[config.mk]
export PLATFORM = sky130hd
export DESIGN_NAME = iocm_ctrl_flat
export DESIGN_NICKNAME = d
export VERILOG_FILES = /design/src/iocm_pkg.sv /design/src/iocm_if.sv /design/src/iocm_ctrl.sv /design/src/flat_wrapper.sv
export SDC_FILE = /design/constraint.sdc
export NUM_CORES = 1
export LEC_CHECK = 0
export ABC_AREA = 1
export BUFFER_PORTS_ARGS = -buffer_cell sky130_fd_sc_hd__buf_2
export CORE_MARGIN = 2
export CORE_UTILIZATION = 49
export DETAILED_ROUTE_END_ITERATION = 10
export GPL_TIMING_DRIVEN = 1
export HOLD_SLACK_MARGIN = 0.15
export PLACE_DENSITY = 0.82
export SLEW_MARGIN = 20
export SYNTH_ARGS = -nofsm -noshare
export SYNTH_HDL_FRONTEND = slang
export SYNTH_SLANG_ARGS = --single-unit
export TNS_END_PERCENT = 10
[constraint.sdc]
create_clock -name clk_i -period 1.76 [get_ports clk_i]
set_input_delay 0.176 -clock clk_i [delete_from_list [all_inputs] [get_ports clk_i]]
set_output_delay 0.176 -clock clk_i [all_outputs]
set_load 0.01 [all_outputs]
[src/iocm_pkg.sv]
`default_nettype none
package iocm_pkg;
	// Widths of the configuration bus and the memory paths
	localparam int CFG_DW = 32;
	localparam int MEM_DW = 64;
	localparam int MEM_AW = 21;
	localparam int BASE_W = 8;
	localparam int ADDR_W = 32;
	// Position of the base field in a processor address
	localparam int BASE_LSB = 24;
	// Index of the configuration registers of this controller
	localparam logic [1:0] REG_BASE = 2'h0;
	localparam logic [1:0] REG_INIT = 2'h1;
	localparam logic [1:0] REG_FILL = 2'h2;
	localparam logic [1:0] REG_DATA = 2'h3;
	// Reset values
	localparam logic [BASE_W-1:0] BASE_RST = 8'hff;
	localparam logic [MEM_AW-1:0] INIT_RST = 21'h00000;
	localparam logic [CFG_DW-1:0] FILL_RST = 32'h00000000;
	// Word select codes
	localparam logic SEL_EVEN = 1'b0;
	localparam logic SEL_ODD = 1'b1;
	// Access states
	typedef enum logic [1:0] {ST_IDLE, ST_WRITE, ST_READ, ST_DONE} iocm_state_e;
endpackage : iocm_pkg
`default_nettype wire

[src/iocm_if.sv]
`default_nettype none
interface iocm_if;
	logic [iocm_pkg::MEM_AW-1:0] memory_write_address_bus;
	logic [iocm_pkg::CFG_DW-1:0] memory_write_data_bus;
	logic even_word_write_enable;
	logic odd_word_write_enable;
	logic even_bank_enable;
	logic odd_bank_enable;
	logic word_read_select;
	logic [iocm_pkg::CFG_DW-1:0] cfg_read_data;
	// Controller end
	modport ctrl (
		output memory_write_address_bus, memory_write_data_bus,
		output even_word_write_enable, odd_word_write_enable,
		output even_bank_enable, odd_bank_enable, word_read_select,
		input cfg_read_data
	);
	// Fabric and memory end
	modport fabric (
		input memory_write_address_bus, memory_write_data_bus,
		input even_word_write_enable, odd_word_write_enable,
		input even_bank_enable, odd_bank_enable, word_read_select,
		output cfg_read_data
	);
endinterface : iocm_if
`default_nettype wire

[src/iocm_ctrl.sv]
`default_nettype none
// What this block does
// - Even write enable qualifies even-bank writes only
// - Bank strobes serve dual-port attachment only
// - Older family: even write drives enable too
// - Newer family: even write to WE, enable to EN
// - Single-port memory may leave even write open
// - Odd bank enable qualifies odd-word accesses
// - Even bank enable qualifies even-word accesses
// - Fabric mux narrows 64-bit data by select
// - Select 1 picks odd, 0 picks even
// - Software reads and writes control registers
// - Base register compared with address bits 0:7
// - Base places controller in any 16 MB range
// - Instruction side presents 21 address bits
// - Odd write enable qualifies odd-bank writes
// - Write address starts at initial-address value
// - Write data starts at fill-data value, both banks
module iocm_ctrl (
	// Clock and reset
	input wire logic clk_i,
	input wire logic resetn_i,
	// Configuration register bus
	input wire logic cfg_req_i,
	input wire logic cfg_we_i,
	input wire logic [1:0] cfg_reg_i,
	input wire logic [iocm_pkg::CFG_DW-1:0] cfg_wdata_i,
	output logic cfg_ack_o,
	output logic [iocm_pkg::CFG_DW-1:0] cfg_rdata_o,
	// Address decode for fetches
	input wire logic [iocm_pkg::ADDR_W-1:0] fetch_addr_i,
	output logic fetch_hit_o,
	output logic [iocm_pkg::MEM_AW-1:0] fetch_mem_addr_o,
	// Memory link
	iocm_if.ctrl link
);
	// Control registers and the word half
	logic [iocm_pkg::BASE_W-1:0] base_r;
	logic [iocm_pkg::MEM_AW-1:0] init_r;
	logic [iocm_pkg::CFG_DW-1:0] fill_r;
	logic half_r;
	// Sequencer state and read-back word
	iocm_pkg::iocm_state_e state_r;
	iocm_pkg::iocm_state_e state_nxt;
	logic [iocm_pkg::CFG_DW-1:0] rdata_r;
	// Second read cycle: in the newer family the bank output register is loaded by now
	logic rd_wait_r;
	// Registered decode results
	logic fetch_hit_r;
	logic [iocm_pkg::MEM_AW-1:0] fetch_mem_addr_r;
	// Request decode
	logic idle;
	logic take;
	logic reg_wr;
	logic reg_rd;
	logic go_data;
	logic bank_cycle;
	logic even_sel;
	logic odd_sel;

	// A request is only taken while the sequencer rests; later ones are dropped
	assign idle = (state_r == iocm_pkg::ST_IDLE);
	assign take = cfg_req_i && idle;
	assign reg_wr = take && cfg_we_i;
	assign reg_rd = take && !cfg_we_i;
	assign go_data = take && (cfg_reg_i == iocm_pkg::REG_DATA);

	// The bank strobes are live for exactly one cycle per memory access
	assign bank_cycle = (state_r == iocm_pkg::ST_WRITE)
		|| (state_r == iocm_pkg::ST_READ && !rd_wait_r);
	assign even_sel = (half_r == iocm_pkg::SEL_EVEN);
	assign odd_sel = (half_r == iocm_pkg::SEL_ODD);

	// Control registers written by software
	// Writes while an access runs are dropped, so software waits for the ack
	always_ff @(posedge clk_i or negedge resetn_i)
	begin
		if (!resetn_i)
		begin
			base_r <= iocm_pkg::BASE_RST;
			init_r <= iocm_pkg::INIT_RST;
			fill_r <= iocm_pkg::FILL_RST;
		end
		else if (reg_wr)
		begin
			case (cfg_reg_i)
				iocm_pkg::REG_BASE: base_r <= cfg_wdata_i[iocm_pkg::BASE_W-1:0];
				iocm_pkg::REG_INIT: init_r <= cfg_wdata_i[iocm_pkg::MEM_AW:1];
				iocm_pkg::REG_FILL: fill_r <= cfg_wdata_i;
				default: ;
			endcase
		end
	end

	// Word half: bit 0 of the initial address names the odd word
	// The half also steers the fabric's narrowing multiplexer
	always_ff @(posedge clk_i or negedge resetn_i)
	begin
		if (!resetn_i)
			half_r <= iocm_pkg::SEL_EVEN;
		else if (reg_wr && cfg_reg_i == iocm_pkg::REG_INIT)
			half_r <= cfg_wdata_i[0];
	end

	// Next state: a data access strobes the bank, anything else answers at once
	// A request that arrives while busy is neither taken nor remembered
	always_comb
	begin
		state_nxt = state_r;
		case (state_r)
			iocm_pkg::ST_IDLE:
			begin
				if (go_data)
					state_nxt = cfg_we_i ? iocm_pkg::ST_WRITE : iocm_pkg::ST_READ;
				else if (cfg_req_i)
					state_nxt = iocm_pkg::ST_DONE;
			end
			iocm_pkg::ST_WRITE: state_nxt = iocm_pkg::ST_DONE;
			// The bank output register needs one more edge before it can be read
			iocm_pkg::ST_READ:
			begin
				if (rd_wait_r)
					state_nxt = iocm_pkg::ST_DONE;
			end
			iocm_pkg::ST_DONE: state_nxt = iocm_pkg::ST_IDLE;
			default: state_nxt = iocm_pkg::ST_IDLE;
		endcase
	end

	// Sequencer state
	always_ff @(posedge clk_i or negedge resetn_i)
	begin
		if (!resetn_i)
			state_r <= iocm_pkg::ST_IDLE;
		else
			state_r <= state_nxt;
	end

	// Marks the second read cycle, in which the newer family's selected bank word is valid
	// Without it the read-back would catch the bank output one edge too early
	always_ff @(posedge clk_i or negedge resetn_i)
	begin
		if (!resetn_i)
			rd_wait_r <= 1'b0;
		else
			rd_wait_r <= (state_r == iocm_pkg::ST_READ) && !rd_wait_r;
	end

	// Bank strobes of the selected half only; the other bank stays idle
	// Strobes are decoded from registers only, so they carry no glitch from the bus
	always_comb
	begin
		link.even_word_write_enable = (state_r == iocm_pkg::ST_WRITE) && even_sel;
		link.odd_word_write_enable = (state_r == iocm_pkg::ST_WRITE) && odd_sel;
		link.even_bank_enable = bank_cycle && even_sel;
		link.odd_bank_enable = bank_cycle && odd_sel;
	end

	// Address, data and select toward the memory; all come straight from registers
	// The fabric writes only the bank whose strobe is up, so both banks share data
	assign link.memory_write_address_bus = init_r;
	assign link.memory_write_data_bus = fill_r;
	assign link.word_read_select = half_r;

	// Read-back: registers at the taking edge, memory words in the second read cycle
	always_ff @(posedge clk_i or negedge resetn_i)
	begin
		if (!resetn_i)
			rdata_r <= '0;
		else if (reg_rd)
		begin
			case (cfg_reg_i)
				iocm_pkg::REG_BASE:
					rdata_r <= {{(iocm_pkg::CFG_DW-iocm_pkg::BASE_W){1'b0}}, base_r};
				iocm_pkg::REG_INIT:
					rdata_r <= {{(iocm_pkg::CFG_DW-iocm_pkg::MEM_AW-1){1'b0}}, init_r, half_r};
				iocm_pkg::REG_FILL: rdata_r <= fill_r;
				default: rdata_r <= rdata_r;
			endcase
		end
		else if (state_r == iocm_pkg::ST_READ && rd_wait_r)
			rdata_r <= link.cfg_read_data;
	end

	// Acknowledge stands for the one cycle spent in the done state
	assign cfg_rdata_o = rdata_r;
	assign cfg_ack_o = (state_r == iocm_pkg::ST_DONE);

	// Base decode: address bits 0:7 against the base, bits 8:28 to the memory
	// The low three bits pick a byte within the 64-bit word and are not passed on
	always_ff @(posedge clk_i or negedge resetn_i)
	begin
		if (!resetn_i)
		begin
			fetch_hit_r <= 1'b0;
			fetch_mem_addr_r <= '0;
		end
		else
		begin
			fetch_hit_r <= (fetch_addr_i[iocm_pkg::ADDR_W-1:iocm_pkg::BASE_LSB]
				== base_r);
			fetch_mem_addr_r <= fetch_addr_i[iocm_pkg::BASE_LSB-1:3];
		end
	end

	// The decode is registered, so a hit shows one cycle after the address
	assign fetch_hit_o = fetch_hit_r;
	assign fetch_mem_addr_o = fetch_mem_addr_r;
endmodule : iocm_ctrl
`default_nettype wire

[src/flat_wrapper.sv]
// flat-port wrapper written by rule: the top's interface ports become plain ports
module iocm_ctrl_flat 
  (clk_i, resetn_i, cfg_req_i, cfg_we_i, cfg_reg_i, cfg_wdata_i, cfg_ack_o, cfg_rdata_o, fetch_addr_i, fetch_hit_o, fetch_mem_addr_o, link_memory_write_address_bus, link_memory_write_data_bus, link_even_word_write_enable, link_odd_word_write_enable, link_even_bank_enable, link_odd_bank_enable, link_word_read_select, link_cfg_read_data);
  iocm_if link_i ();
  input wire logic clk_i;
  input wire logic resetn_i;
  input wire logic cfg_req_i;
  input wire logic cfg_we_i;
  input wire logic [1:0] cfg_reg_i;
  input wire logic [iocm_pkg::CFG_DW-1:0] cfg_wdata_i;
  output logic cfg_ack_o;
  output logic [iocm_pkg::CFG_DW-1:0] cfg_rdata_o;
  input wire logic [iocm_pkg::ADDR_W-1:0] fetch_addr_i;
  output logic fetch_hit_o;
  output logic [iocm_pkg::MEM_AW-1:0] fetch_mem_addr_o;
  output wire logic [$bits(link_i.memory_write_address_bus)-1:0] link_memory_write_address_bus;
  output wire logic [$bits(link_i.memory_write_data_bus)-1:0] link_memory_write_data_bus;
  output wire logic [$bits(link_i.even_word_write_enable)-1:0] link_even_word_write_enable;
  output wire logic [$bits(link_i.odd_word_write_enable)-1:0] link_odd_word_write_enable;
  output wire logic [$bits(link_i.even_bank_enable)-1:0] link_even_bank_enable;
  output wire logic [$bits(link_i.odd_bank_enable)-1:0] link_odd_bank_enable;
  output wire logic [$bits(link_i.word_read_select)-1:0] link_word_read_select;
  input wire logic [$bits(link_i.cfg_read_data)-1:0] link_cfg_read_data;
  assign link_memory_write_address_bus = link_i.memory_write_address_bus;
  assign link_memory_write_data_bus = link_i.memory_write_data_bus;
  assign link_even_word_write_enable = link_i.even_word_write_enable;
  assign link_odd_word_write_enable = link_i.odd_word_write_enable;
  assign link_even_bank_enable = link_i.even_bank_enable;
  assign link_odd_bank_enable = link_i.odd_bank_enable;
  assign link_word_read_select = link_i.word_read_select;
  assign link_i.cfg_read_data = link_cfg_read_data;
  iocm_ctrl u_core (.clk_i(clk_i), .resetn_i(resetn_i), .cfg_req_i(cfg_req_i), .cfg_we_i(cfg_we_i), .cfg_reg_i(cfg_reg_i), .cfg_wdata_i(cfg_wdata_i), .cfg_ack_o(cfg_ack_o), .cfg_rdata_o(cfg_rdata_o), .fetch_addr_i(fetch_addr_i), .fetch_hit_o(fetch_hit_o), .fetch_mem_addr_o(fetch_mem_addr_o), .link(link_i));
endmodule
==> Yosys cells after proc, flatten, opt, wreduce, memory -nomap -nowiden <==
Cells that the tools add are included.
{ "word_totals": {"reg_bits": 119, "elab_cells": 50, "inputBits": 102, "output_inout_bits": 113} }
{ "op_classes": {"reduce_logical": 22, "n_bitwise": 1, "eq_ne": 10, "muxes": 8} }
{ "ops": {"columns": ["operator", "count"], "rows": [
  ["case mux 32 bit (3 select lines)", 1],
  ["two-way mux 32 bit", 2],
  ["logical AND 1 bit", 11],
  ["AND reduction 2 bit", 5],
  ["== test 2 bit, second input constant", 4],
  ["== test 8 bit", 1],
  ["two-way mux 2 bit", 4],
  ["case mux 2 bit (4 select lines)", 1],
  ["== test 2 x 1 -> 1 bit, second input constant", 2],
  ["zero test 2 bit", 2],
  ["!= test 4 bit, second input constant", 1],
  ["!= test 3 bit, second input constant", 1],
  ["zero test 1 bit", 2],
  ["!= test 2 x 1 -> 1 bit, second input constant", 1],
  ["nonzero test 2 bit", 1],
  ["logical OR 1 bit", 1],
  ["NOT 1 bit", 1]
]} }

==> Logic depth before layout (Yosys ltp) <==
{ "logic_depth": {"depth_word": 5, "depth_mapped": 10, "ltp_nobuf": 8} }

==> Worst setup path before layout <==
OpenSTA, ideal clock, no wires.
{ "synth_timing": {"kind": "reg2reg", "startpoint": "register u_core.state_r[0]", "endpoint": "register u_core.half_r (netlist: u_core.link.word_read_select)", "path_stages_with_launch": 9, "arrival_time_ps": 1377, "path_slack_ps": 261, "cell_sequence": "dfrtp_1 inv_1 ha_1 nand2_2 nor2_4 nand2_2 buf_2 nand2_1 o21ai_1"} }
{ "synth_between": {"elab_chain_cells": 4} }
{ "synth_rtl": {"columns": ["element", "line", "rtl"], "rows": [
  ["from (decl)", "iocm_ctrl.sv:43", "iocm_pkg::iocm_state_e state_r;"],
  ["from (signal assigned)", "iocm_ctrl.sv:134", "state_r <= iocm_pkg::ST_IDLE;"],
  ["from (signal assigned)", "iocm_ctrl.sv:136", "state_r <= state_nxt;"],
  ["zero test 2 bit", "iocm_ctrl.sv:62", "assign idle = (state_r == iocm_pkg::ST_IDLE);"],
  ["logical AND 1 bit", "iocm_ctrl.sv:63", "assign take = cfg_req_i && idle;"],
  ["logical AND 1 bit", "iocm_ctrl.sv:64", "assign reg_wr = take && cfg_we_i;"],
  ["logical AND 1 bit", "iocm_ctrl.sv:101", "else if (reg_wr && cfg_reg_i == iocm_pkg::REG_INIT)"],
  ["to (signal assigned)", "iocm_ctrl.sv:100", "half_r <= iocm_pkg::SEL_EVEN;"],
  ["to (signal assigned)", "iocm_ctrl.sv:102", "half_r <= cfg_wdata_i[0];"],
  ["to (decl)", "iocm_ctrl.sv:41", "logic half_r;"]
]} }
No other way between the ends.
A chain may end at the register's enable or synchronous reset.

==> Final worst setup path <==
{ "layout_timing": {"startpoint": "register u_core.state_r[0]", "endpoint": "output link_odd_bank_enable"} }
{ "layout_between": {"elab_chain_cells": 4} }
{ "layout_rtl": {"columns": ["element", "line", "rtl"], "rows": [
  ["== test 2 bit", "iocm_ctrl.sv:70", "|| (state_r == iocm_pkg::ST_READ && !rd_wait_r);"],
  ["logical AND 1 bit", "iocm_ctrl.sv:70", null],
  ["logical OR 1 bit *", "iocm_ctrl.sv:70", null],
  ["logical AND 1 bit *", "iocm_ctrl.sv:156", "link.odd_bank_enable = bank_cycle && odd_sel;"],
  ["to (decl)", "flat_wrapper.sv:21", "output wire logic [$bits(link_i.odd_bank_enable)-1:0] link_odd_bank_enable;"]
]} }
Every way passes the cells marked *; elsewhere a longest branch is shown, timed or not.

==> impl_metrics.json <==
{
  "io_buffer_count": 211,
  "start_util": 0.501,
  "power_density_nw_per_um2": 1470,
  "clock_latency_ps": 500,
  "timing.hold.worst.class": "input pin to flip-flop",
  "grt_pass1_vias": 5899,
  "setup_tns_ps": 0,
  "ctsHtreeMaxLevel": 4,
  "hold_slack_ps": 276,
  "worst_ep_required_time_ps": 1580,
  "cp-start-kind": "flip-flop",
  "hpwl_um": 10700,
  "tightest_slew_ps": 428,
  "cp-startpoint": "u_core.state_r[0]",
  "wl_met1_um": 7010,
  "cts_buffer_depth": 2,
  "num_vias": 5764,
  "grt_max_degree": 51,
  "ys_ff_latch": 119,
  "status": "complete, no violations",
  "core_um2": 10800,
  "wl_met3_um": 1520,
  "cp_max_fo": 4,
  "layout_commonest_cell": "nand2_1",
  "antenna_found_initial": 0,
  "grt-ovfl-total": 0,
  "crit_type": "flip-flop to primary output",
  "vias_per_cell": 5.13,
  "die_w_um": 109,
  "final_cell_mix": "nand2_1 (284), buf_2 (210), dfrtp_1 (111), dlygate4sd3_1 (97), nand3_1 (51)",
  "setup-violations-final": 0,
  "finalMaxSlewViolations": 0,
  "cts_root_buffer": "clkbuf_8",
  "finalWorstSetupSlack_ps": 56.0,
  "p_leak_nw": 4.56,
  "nNetsFinal": 1081,
  "grt.total_usage": 0.317,
  "crit_path_cell_trace": "inv_2 -> ha_4 -> nand2_2 -> a21boi_2 -> buf_2",
  "top_layer": "met4",
  "hold_viol_final": 0,
  "crit_arrival_ps": 1530,
  "yosysWarnings": 0,
  "slew_headroom": 0.714,
  "dpl-instance-area_um2": 6670,
  "wl_met2_um": 9050,
  "ir_drop_uv": 864,
  "postRouteAntennaNets": 0,
  "wl_um": 18400,
  "die_height_um": 109,
  "cts_sinks": 119,
  "yosysUniqueCellTypes": 24,
  "clk_pin_slew_worst_paths_ps": 60,
  "fin_skew_ps": 8.45,
  "yosysSeqAreaShare": 0.552,
  "initialDrtViolationCount": 466,
  "max-cap-violations": 0,
  "avgSynthCellArea_um2": 8.31,
  "syn-cell-area_um2": 5410,
  "cp_slowest_stage_delay_ps": 390,
  "place_ws_ps": -2.73,
  "critPathCaptureType": "primary output",
  "rows": 38,
  "crit_slowest_cell": "dfrtp_1",
  "fin_area_um2": 8270,
  "route.detailed.drc": 0,
  "min_period_ps": 1700,
  "firstDrtPassIters": 6,
  "min_from": "cfg_reg_i[0]",
  "period_share": 0.968,
  "grt_setup_unrepaired": "true",
  "timing.fmax_mhz": 587,
  "synth_cells": 651,
  "wl_per_cell_um": 16.4,
  "cts_buffers": 17,
  "dieArea_um2": 11900,
  "gp_congestion": 0.866,
  "grt_pass1_wl_um": 28700,
  "drive_above_1_share": 0.311,
  "cts_tree": "done",
  "ioPinCount": 215,
  "synth_fp_nets": 762,
  "worstReg2RegStart": "u_core.state_r[1]",
  "area_growth_pct": 52.8
}
-- flip-flops by register name (all words and copies together) (netlist names) --
register / count
u_core.base_r: 8
u_core.cfg_rdata_o: 32
u_core.fetch_hit_o: 1
u_core.fetch_mem_addr_o: 21
u_core.link.memory_write_address_bus: 21
u_core.link.memory_write_data_bus: 32
u_core.link.word_read_select: 1
u_core.rd_wait_r: 1
u_core.state_r: 2
-- metrics by stage --
stage           util  power [mW]  cells
2_1_floorplan      -        6.58    651
4_1_cts        0.762        11.9   1122
3_3_place_gp   0.618        8.10    993
3_5_place_dp   0.618        8.26    993
6_report       0.766        12.1   1124
5_1_grt        0.766        12.9   1123
-- power breakdown --
group / total, mW / internal (mW) / leakage (nW) / switching (mW)
clock network: 3.36 / 1.93 / 0.270 / 1.43
registers: 4.61 / 3.80 / 1.49 / 0.810
logic: 4.14 / 1.83 / 2.80 / 2.31
-- final timing paths --
kind / end / slack, ps / depth (start not counted)
max: link_odd_bank_enable / 60 / 5
min: u_core.state_r[0] / 280 / 5
max reg2reg: u_core.link.memory_write_data_bus[5] / 80 / 8
min reg2reg: u_core.cfg_rdata_o[21] / 500 / 2
max in group asynchronous: u_core.base_r[0] / 390 / 4
min in group asynchronous: u_core.link.memory_write_address_bus[7] / 740 / 3
-- synth_stat cells --
cell type	number	area, um2
dfrtp_1	111	2780
clkbuf_1	7	26.3
inv_1	36	135
o21ai_0	13	65.1
nand2_2	5	31.3
buf_4	4	30.0
dfstp_2	8	210
nand3_2	1	10.0
o21ai_2	8	70.1
xor2_1	8	70.1
nor2_4	2	22.5
buf_1	1	3.75
buf_6	4	45.0
a21boi_0	1	7.51
a21oi_1	3	15.0
nand2_4	1	11.3
nand2_1	285	1070
ha_1	9	113
nand3_1	51	255
buf_2	20	100
nand3_4	1	17.5
nor2_1	27	101
o21ai_1	44	220
inv_2	1	3.75
-- what timing repair did --
item | in CTS | in global routing
hold buffers | 97 | 0
endpoints found under the hold margin | 233 | 0
setup endpoints to repair | 25 | 64
pin swaps | 1 | 1
gates resized for setup | 5 | 8
setup buffers | 0 | 1
-- routing by layer --
layer,GRT usage,up-vias
li1,-,2686
met1,0.371,2655
met2,0.528,341
met3,0.0855,82
met4,0.172,0
met5,0,-
-- cells by family (layout without fill, tap and decap cells) --
logic type                 Yosys count  count (layout)  share of synthesized area
AOI/OAI and AO/OA                   69              69                     0.0698
buffers and inverters               73             405                     0.0636
xor gates and xnor gates             8               8                     0.0129
adders and majority gates            9               9                     0.0208
other                                0               1                          0
and+or+nand+nor                    373             373                      0.281
DFF                                119             119                      0.552
-- worst max-delay path, delay by kind of cell, from the launching register on --
kind	cells	cell delay [ps]
adders and majority gates	1	160
AOI/OAI and AO/OA	1	150
DFF	1	390
buffers and inverters	2	260
and+or+nand+nor	1	80
-- area by class of cell --
class                   count  area [um2]
diodes                      1        2.50
clock buffers              17         414
clock inverters            15         158
fillers                   695        2520
inverters                  37         139
multi-input cells         459        2120
flip-flops and latches    119        2990
well taps                 140         175
repair buffers            336        2270
Power figures use the tool's default switching activity.
